`config.mk`:
```
export PLATFORM = sky130hd
export DESIGN_NAME = cls_stopwatch
export DESIGN_NICKNAME = d
export VERILOG_FILES = /design/src/cls_pkg.sv /design/src/cls_stopwatch.sv
export SDC_FILE = /design/constraint.sdc
export NUM_CORES = 1
export LEC_CHECK = 0
export ABC_CLOCK_PERIOD_IN_PS = 8000
export BUFFER_PORTS_ARGS = -buffer_cell sky130_fd_sc_hd__clkbuf_2
export CORE_MARGIN = 4
export CORE_UTILIZATION = 46
export DETAILED_ROUTE_END_ITERATION = 8
export PLACE_DENSITY_LB_ADDON = 0.1
export SETUP_SLACK_MARGIN = 0.15
export SYNTH_ARGS = -nofsm -noshare
export SYNTH_HDL_FRONTEND = slang
export SYNTH_SLANG_ARGS = --single-unit
```
`constraint.sdc`:
```
create_clock -name clk_in -period 8 [get_ports clk_in]
set_input_delay 0.8 -clock clk_in [delete_from_list [all_inputs] [get_ports clk_in]]
set_output_delay 0.8 -clock clk_in [all_outputs]
set_load 0.005 [all_outputs]
```
`src/cls_pkg.sv`:
```
// What this block does
// Two start and two stop points selectable.
// Measure start comma to stop comma time.
// Only one selected channel measured.
// Commas are K28.1, K28.5, K28.7 controls.
// First start comma starts; later ignored.
// First stop comma halts, freezing value.
// Result is a readable 20-bit counter.
// Overrange result reads all ones.
// One result held until software reads.
// Pin level may start or stop instead.
// Full rate: bit rate over eight.
// Half rate: bit rate over four.
// Quarter rate: bit rate over two.
// Eighth rate: bit rate undivided.
// Extra divider by 1, 2, 4, 8.
// Count clock from the selected channel.
// Byte clock source gives bit rate/20.
// Accuracy within one count period.
// Software uses fast clock only at CPRI/OBSAI rates.
// Software divides for intervals above 682us.
// Serializer front end lies outside count.
// Arming clears the counter to zero; an arm while a result is held in CLS_DONE is ignored and leaves the count.
/*
 * Constants, field layouts and carrier types of the comma latency stopwatch.
 * Assumes a single 25 MHz clock and an APB master with 32-bit data.
 */
package cls_pkg;

    localparam int unsigned CLS_CNT_W      = 20;
    localparam int unsigned CLS_NUM_CHAN   = 2;
    localparam int unsigned CLS_ADDR_W     = 12;
    localparam int unsigned CLS_DIVCNT_W   = 7;

    localparam logic [CLS_CNT_W-1:0] CLS_RESULT_MAX = 20'hfffff;
    localparam logic [CLS_CNT_W-1:0] CLS_RESULT_RST = 20'h00000;

    localparam logic [7:0] CLS_K28_1 = 8'h3c;
    localparam logic [7:0] CLS_K28_5 = 8'hbc;
    localparam logic [7:0] CLS_K28_7 = 8'hfc;

    localparam logic [CLS_ADDR_W-1:0] CLS_ADDR_CTRL   = 12'h000;
    localparam logic [CLS_ADDR_W-1:0] CLS_ADDR_STATUS = 12'h004;
    localparam logic [CLS_ADDR_W-1:0] CLS_ADDR_RESULT = 12'h008;

    localparam int unsigned CLS_CTRL_ARM       = 0;
    localparam int unsigned CLS_CTRL_CHAN      = 1;
    localparam int unsigned CLS_CTRL_START_SEL = 2;
    localparam int unsigned CLS_CTRL_STOP_SEL  = 3;
    localparam int unsigned CLS_CTRL_RATE_LO   = 4;
    localparam int unsigned CLS_CTRL_DIV_LO    = 6;
    localparam int unsigned CLS_CTRL_BYTE_SRC  = 8;
    localparam int unsigned CLS_CTRL_PIN_START = 9;
    localparam int unsigned CLS_CTRL_PIN_STOP  = 10;
    localparam int unsigned CLS_CTRL_W         = 11;
    localparam logic [CLS_CTRL_W-1:0] CLS_CTRL_RST = 11'h000;

    localparam int unsigned CLS_STAT_ARMED = 0;
    localparam int unsigned CLS_STAT_COUNT = 1;
    localparam int unsigned CLS_STAT_VALID = 2;

    localparam logic [1:0] CLS_RATE_FULL    = 2'h0;
    localparam logic [1:0] CLS_RATE_HALF    = 2'h1;
    localparam logic [1:0] CLS_RATE_QUARTER = 2'h2;
    localparam logic [1:0] CLS_RATE_EIGHTH  = 2'h3;

    localparam logic [CLS_DIVCNT_W-1:0] CLS_PREDIV_FULL    = 7'h08;
    localparam logic [CLS_DIVCNT_W-1:0] CLS_PREDIV_HALF    = 7'h04;
    localparam logic [CLS_DIVCNT_W-1:0] CLS_PREDIV_QUARTER = 7'h02;
    localparam logic [CLS_DIVCNT_W-1:0] CLS_PREDIV_EIGHTH  = 7'h01;

    typedef struct packed {
        logic       valid;
        logic       ctrl;
        logic [7:0] data;
    } cls_sym_t;

    typedef struct packed {
        cls_sym_t [1:0] start;
        cls_sym_t [1:0] stop;
    } cls_chan_taps_t;

    typedef enum logic [3:0] {
        CLS_IDLE  = 4'b0001,
        CLS_ARMED = 4'b0010,
        CLS_COUNT = 4'b0100,
        CLS_DONE  = 4'b1000
    } cls_state_t;

endpackage : cls_pkg

```
`src/cls_stopwatch.sv`:
```
/*
 * Comma latency stopwatch: APB register slave, count clock divider,
 * comma detection on the selected channel and the 20-bit result counter.
 * Assumes comma taps and clock ticks come from logic on clk_in; only the
 * port address pin is asynchronous.
 */
// Decided for this implementation: the register addresses and the APB interface to the registers.
`timescale 1ns/1ps
module cls_stopwatch
    import cls_pkg::*;
(
    input  wire logic                                   clk_in,
    input  wire logic                                   srst_in,
    input  wire logic [CLS_ADDR_W-1:0]                  paddr_in,
    input  wire logic                                   psel_in,
    input  wire logic                                   penable_in,
    input  wire logic                                   pwrite_in,
    input  wire logic [31:0]                            pwdata_in,
    output logic      [31:0]                            prdata_out,
    output logic                                        pready_out,
    output logic                                        pslverr_out,
    input  wire cls_chan_taps_t [CLS_NUM_CHAN-1:0]      taps_in,
    input  wire logic [CLS_NUM_CHAN-1:0]                bit_tick_in,
    input  wire logic [CLS_NUM_CHAN-1:0]                byte_tick_in,
    input  wire logic                                   port_address_low_pin_in
);

    logic [CLS_CTRL_W-1:0]   ctrl_reg;
    cls_state_t              state_reg;
    cls_state_t              state_next;
    logic [CLS_CNT_W-1:0]    count_reg;
    logic [CLS_DIVCNT_W-1:0] div_cnt_reg;
    logic [CLS_DIVCNT_W-1:0] div_lim;
    logic [CLS_DIVCNT_W-1:0] prediv;
    logic                    meas_tick_reg;
    logic [2:0]              pin_sync_reg;
    logic                    pin_level_reg;
    logic [31:0]             prdata_reg;
    logic                    pready_reg;
    logic                    pslverr_reg;

    logic                    apb_setup;
    logic                    apb_access;
    logic                    addr_ok;
    logic                    arm_req;
    logic                    rd_result;
    logic                    chan;
    logic                    start_hit;
    logic                    stop_hit;
    logic                    sel_bit_tick;
    logic                    byte_src;
    cls_sym_t                start_sym;
    cls_sym_t                stop_sym;

    // Comma recognition.
    function automatic logic is_comma(input cls_sym_t s);
        is_comma = s.valid && s.ctrl &&
                   (s.data == CLS_K28_1 || s.data == CLS_K28_5 || s.data == CLS_K28_7);
    endfunction : is_comma

    assign apb_setup  = psel_in && !penable_in;
    assign apb_access = psel_in && penable_in && pready_reg;
    assign addr_ok    = (paddr_in == CLS_ADDR_CTRL) || (paddr_in == CLS_ADDR_STATUS) ||
                        (paddr_in == CLS_ADDR_RESULT);
    assign arm_req    = apb_access && pwrite_in && (paddr_in == CLS_ADDR_CTRL) &&
                        pwdata_in[CLS_CTRL_ARM];
    assign rd_result  = apb_access && !pwrite_in && (paddr_in == CLS_ADDR_RESULT);

    // One channel at a time.
    assign chan       = ctrl_reg[CLS_CTRL_CHAN];
    // Start and stop point select.
    assign start_sym  = taps_in[chan].start[ctrl_reg[CLS_CTRL_START_SEL]];
    assign stop_sym   = taps_in[chan].stop[ctrl_reg[CLS_CTRL_STOP_SEL]];

    // Pin may replace comma.
    assign start_hit  = ctrl_reg[CLS_CTRL_PIN_START] ? pin_level_reg : is_comma(start_sym);
    assign stop_hit   = ctrl_reg[CLS_CTRL_PIN_STOP] ? !pin_level_reg : is_comma(stop_sym);

    // Tick from the selected channel.
    assign sel_bit_tick = bit_tick_in[chan];
    assign byte_src     = ctrl_reg[CLS_CTRL_BYTE_SRC];

    // Rate prescale.
    always_comb begin
        case (ctrl_reg[CLS_CTRL_RATE_LO +: 2])
            CLS_RATE_FULL:    prediv = CLS_PREDIV_FULL;
            CLS_RATE_HALF:    prediv = CLS_PREDIV_HALF;
            CLS_RATE_QUARTER: prediv = CLS_PREDIV_QUARTER;
            CLS_RATE_EIGHTH:  prediv = CLS_PREDIV_EIGHTH;
            default:          prediv = CLS_PREDIV_FULL;
        endcase
    end

    // Post divider by 1, 2, 4, 8.
    assign div_lim = prediv << ctrl_reg[CLS_CTRL_DIV_LO +: 2];

    // Count clock enable from bit ticks.
    always_ff @(posedge clk_in) begin
        if (srst_in) begin
            div_cnt_reg <= '0;
        end else if (byte_src) begin
            div_cnt_reg <= '0;
        end else if (sel_bit_tick) begin
            if (div_cnt_reg >= div_lim - 7'h01) begin
                div_cnt_reg <= '0;
            end else begin
                div_cnt_reg <= div_cnt_reg + 7'h01;
            end
        end
    end

    // Byte clock or divided bit clock.
    always_ff @(posedge clk_in) begin
        if (srst_in) begin
            meas_tick_reg <= 1'b0;
        end else if (byte_src) begin
            meas_tick_reg <= byte_tick_in[chan];
        end else begin
            meas_tick_reg <= sel_bit_tick && (div_cnt_reg >= div_lim - 7'h01);
        end
    end

    // The pin is asynchronous, so a level counts only once two late stages agree.
    always_ff @(posedge clk_in) begin
        if (srst_in) begin
            pin_sync_reg  <= 3'h0;
            pin_level_reg <= 1'b0;
        end else begin
            pin_sync_reg <= {pin_sync_reg[1:0], port_address_low_pin_in};
            if (pin_sync_reg[1] == pin_sync_reg[2]) begin
                pin_level_reg <= pin_sync_reg[2];
            end
        end
    end

    always_ff @(posedge clk_in) begin
        if (srst_in) begin
            ctrl_reg <= CLS_CTRL_RST;
        end else if (apb_access && pwrite_in && paddr_in == CLS_ADDR_CTRL) begin
            ctrl_reg <= pwdata_in[CLS_CTRL_W-1:0] & ~(11'h001 << CLS_CTRL_ARM);
        end
    end

    always_comb begin
        state_next = state_reg;
        case (state_reg)
            CLS_IDLE: begin
                if (arm_req) begin
                    state_next = CLS_ARMED;
                end
            end
            CLS_ARMED: begin
                // First start event begins counting.
                if (start_hit) begin
                    state_next = CLS_COUNT;
                end
            end
            CLS_COUNT: begin
                // First stop event halts.
                if (stop_hit) begin
                    state_next = CLS_DONE;
                end
            end
            CLS_DONE: begin
                // Held until the result is read.
                if (rd_result) begin
                    state_next = CLS_IDLE;
                end
            end
            default: state_next = CLS_IDLE;
        endcase
    end

    always_ff @(posedge clk_in) begin
        if (srst_in) begin
            state_reg <= CLS_IDLE;
        end else begin
            state_reg <= state_next;
        end
    end

    // A stop seen in the same cycle as a tick drops that tick; the error stays
    // within one count period either way.
    always_ff @(posedge clk_in) begin
        if (srst_in) begin
            count_reg <= CLS_RESULT_RST;
        // Arming clears the count.
        end else if (arm_req && state_reg != CLS_DONE) begin
            count_reg <= CLS_RESULT_RST;
        // Count one per tick.
        end else if (state_reg == CLS_COUNT && !stop_hit && meas_tick_reg) begin
            // Saturate at all ones.
            if (count_reg != CLS_RESULT_MAX) begin
                count_reg <= count_reg + 20'h00001;
            end
        end
    end

    // Zero wait states: the answer is ready by the end of the setup cycle.
    always_ff @(posedge clk_in) begin
        if (srst_in) begin
            pready_reg  <= 1'b0;
            pslverr_reg <= 1'b0;
            prdata_reg  <= 32'h0000_0000;
        end else if (apb_setup) begin
            pready_reg  <= 1'b1;
            pslverr_reg <= !addr_ok;
            prdata_reg  <= 32'h0000_0000;
            if (!pwrite_in) begin
                case (paddr_in)
                    CLS_ADDR_CTRL: prdata_reg <= {21'h000000, ctrl_reg};
                    CLS_ADDR_STATUS: prdata_reg <= {29'h00000000, state_reg == CLS_DONE,
                                                    state_reg == CLS_COUNT, state_reg == CLS_ARMED};
                    // Result readable.
                    CLS_ADDR_RESULT: prdata_reg <= {12'h000, count_reg};
                    default: prdata_reg <= 32'h0000_0000;
                endcase
            end
        end else begin
            pready_reg  <= 1'b0;
            pslverr_reg <= 1'b0;
        end
    end

    assign prdata_out  = prdata_reg;
    assign pready_out  = pready_reg;
    assign pslverr_out = pslverr_reg;
endmodule : cls_stopwatch
```
==> results by group <==
Detailed routing
  • Total detailed-routing wirelength: ~10000 µm
  • Via count: ~3.6k
  • Antenna viol nets, final: 0
  • Vias per cell: 5.33
  • First-pass iteration count of the detailed router: 4
  • Initial drt markers: ~180
  • Drt drc: 0
  • Drt wl/cell: 14.9 µm

Timing
  • Fin Setup TNS: 0 ps
  • Final period util: 0.396
  • Final Hold Fails: 0
  • Setup ws final: ~4800 ps
  • Setup violators final: 0
  • Least-Margin Pin Slew: roughly 1000 ps
  • Max Slew Vio Count: 0
  • RSZ-0062 raised after global routing: false
  • Rel. slew slack: 0.319
  • Max Clk Rate: between 300 and 400 MHz
  • Clock Skew: between 10 and 15 ps
  • Period minus WS final: 3170 ps

Layout
  • Layout Nets: approximately 700
  • # fillers: 755
  • Most frequent cells in the layout: clkbuf_2 (134), nor2_1 (71), dfxtp_1 (68)
  • Final Util: 0.587
  • Area taken by multi-input logic gates: approximately 0.0022 mm²
  • Area delta synth->final: 22.5%
  • Commonest non-fill, non-tap cell in the layout: clkbuf_2
  • Final Cell Area: 0.00458 mm²
  • Reg area: roughly 0.0014 mm²
  • Share of cells above drive strength 1: 0.291
  • Ant diodes: 0

Global route
  • Overall Global Routing Usage: 0.206
  • Largest net degree at the start of global routing: 43
  • Global route overflow: 0
  • First-pass GRT wire length: 16300 µm
  • Number of global-route vias before repair: roughly 3.5k
  • Initial antenna violation count: 0

Clock network
  • Reg clk slew, reported paths: approximately 80 ps
  • Worst-case clock buffer depth: 2
  • Skew-Pair Late Insertion Delay: around 340 ps
  • CTS Root Cell: clkbuf_8
  • Buffer count from post-CTS setup fixing: 0
  • CTS tree: built
  • # H-tree levels: 3
  • CTS sink cnt: between 60 and 70
  • PostCTS Resize Cnt: 0
  • CTS Hold Buffers Added: 0
  • Num CTS Buffers: 9

Power and ir drop
  • PD cells: 150 mW/mm²
  • Worst IR drop on VDD: around 0.08 mV
  • Leak: approximately 1.9 nW

Job
  • Max-cap violations: 0

Floorplan
  • Die area: slightly below 0.01 mm²
  • Initial Utilization: 0.479
  • Die Y: 98.2 µm
  • I/O pins: roughly 170
  • Row Count: 32
  • Core footprint: a little under 0.008 mm²
  • Die Wd: ~98 µm

Synth
  • Syn_area_per_cell: ~8.5 µm²
  • Ranking of synthesized cells by area: dfxtp_1 (36%), nor2_1 (7.1%), a22oi_1 (3.6%), mux2i_1 (3.5%), ha_1 (3.3%)
  • Post-synth top area cell: dfxtp_1
  • Sequential share of the synthesized area: 0.364
  • Post-synth ARST share: 0
  • Ys flop type: dfxtp_1
  • Yosys reg bits: 68
  • Mapped cell area: approximately 0.0037 mm²
  • Synthesized instance count: 440
  • Warnings, synthesis: 0
  • Post-synth EDFFs: 0
  • Yosys cell types: 65
  • Top cell type's share of synthesized area: 0.364

Critical path
  • CP Capture Type: register
  • Worst path max stage delay: 470 ps
  • Required time worst endpoint: around 8300 ps
  • Critical path class: reg2reg
  • Crit path DAT: between 3000 and 4000 ps
  • Slowest-stage cell, CP: dfxtp_1
  • Critical Path, Cell by Cell: nor2b_1, nand3b_1, ha_1, nor3b_1, a21oi_1, o21ai_0, a22oi_1, ha_1, a211o_1, a211oi_1, o21ai_1, a21oi_1
  • Critical path peak fanout: 10
  • Crit path launch type: register

Place
  • GP Congestion: approximately 0.86
  • Dpl ws: between 4000 and 5000 ps
  • Count of buffers from port buffering: between 100 and 150
  • Post-DP Area: roughly 0.0044 mm²
  • HPWL Detailed: 7740 µm

Status
  • Status: finished, final reports clean

Worst hold path
  • Worst hold path type: reg2reg
==> synth_stat cells, types with 3 or more instances <==
master and instances:
nor2_1 71, mux2i_1 13, and2_1 3, xnor2_1 14, nor4b_1 6, nor2b_1 9, o22ai_1 4, or3_1 4
o21ai_0 5, inv_1 14, a22oi_1 18, a21oi_1 18, and3_1 8, a21o_1 3, nand4b_1 9, o211ai_1 3
nand2b_1 7, dfxtp_1 68, nor3_1 15, nand3b_1 5, ha_1 10, nand2_1 28, clkbuf_1 12, nand3_1 14
nor4_1 4, xor2_1 9, buf_6 4, buf_4 14, a31oi_1 4, nand4_1 3
==> critical path: cells and delay by family (launching register included) <==
family,cells,cell delay [ps]
compound gates,7,1260
simple gates,3,820
flops,1,470
fa+ha+maj,2,570
==> layer usage <==
layer  GRT usage  wire length (µm)
met5           0                 0
met2       0.351              4800
met1       0.255              4240
met4      0.0662               174
met3      0.0536               763
==> report_power, final <==
| group | internal, mW | total (mW) | switching (mW) |
|---|---|---|---|
| clock network | 0.152 | 0.289 | 0.137 |
| registers | 0.341 | 0.345 | 0.00309 |
| logic | 0.0288 | 0.0546 | 0.0258 |
==> path summary, 6_finish.rpt <==
path / slack, ps / end / depth (start not counted) / start
max: 4830 / div_cnt_reg[6]$_SDFFE_PP0P_ / 12 / ctrl_reg[5]$_SDFFE_PP0P_
min: 450 / pin_sync_reg[1]$_SDFF_PP0_ / 1 / pin_sync_reg[0]$_SDFF_PP0_
max reg2reg: 4830 / div_cnt_reg[6]$_SDFFE_PP0P_ / 12 / ctrl_reg[5]$_SDFFE_PP0P_
min reg2reg: 450 / pin_sync_reg[1]$_SDFF_PP0_ / 1 / pin_sync_reg[0]$_SDFF_PP0_
==> through the flow <==
stage	total power, mW	hold WS (ps)	cells
5_1_grt	0.715	478	672
3_3_place_gp	0.406	424	656
4_1_cts	0.693	454	672
3_5_place_dp	0.407	433	656
2_1_floorplan	0.381	414	451
6_report	0.688	450	672
==> cell families after synthesis <==
kind of cell / synth area share
compound gates: 0.148
other cells: 0.00100
fa+ha+maj: 0.0334
buf+inv: 0.0675
xor+xnor: 0.0538
flops: 0.364
simple gates: 0.292
mux: 0.0408
==> final cells by class <==
| type | instances | area share |
|---|---|---|
| Clock inverter | 6 | 0.0139 |
| Multi-Input combinational cell | 338 | 0.473 |
| Tap cell | 102 | 0.0278 |
| Sequential cell | 68 | 0.297 |
| Inverter | 14 | 0.0115 |
| Timing Repair Buffer | 134 | 0.146 |
| Clock buffer | 10 | 0.0300 |
(Power assumes the default switching activity.)
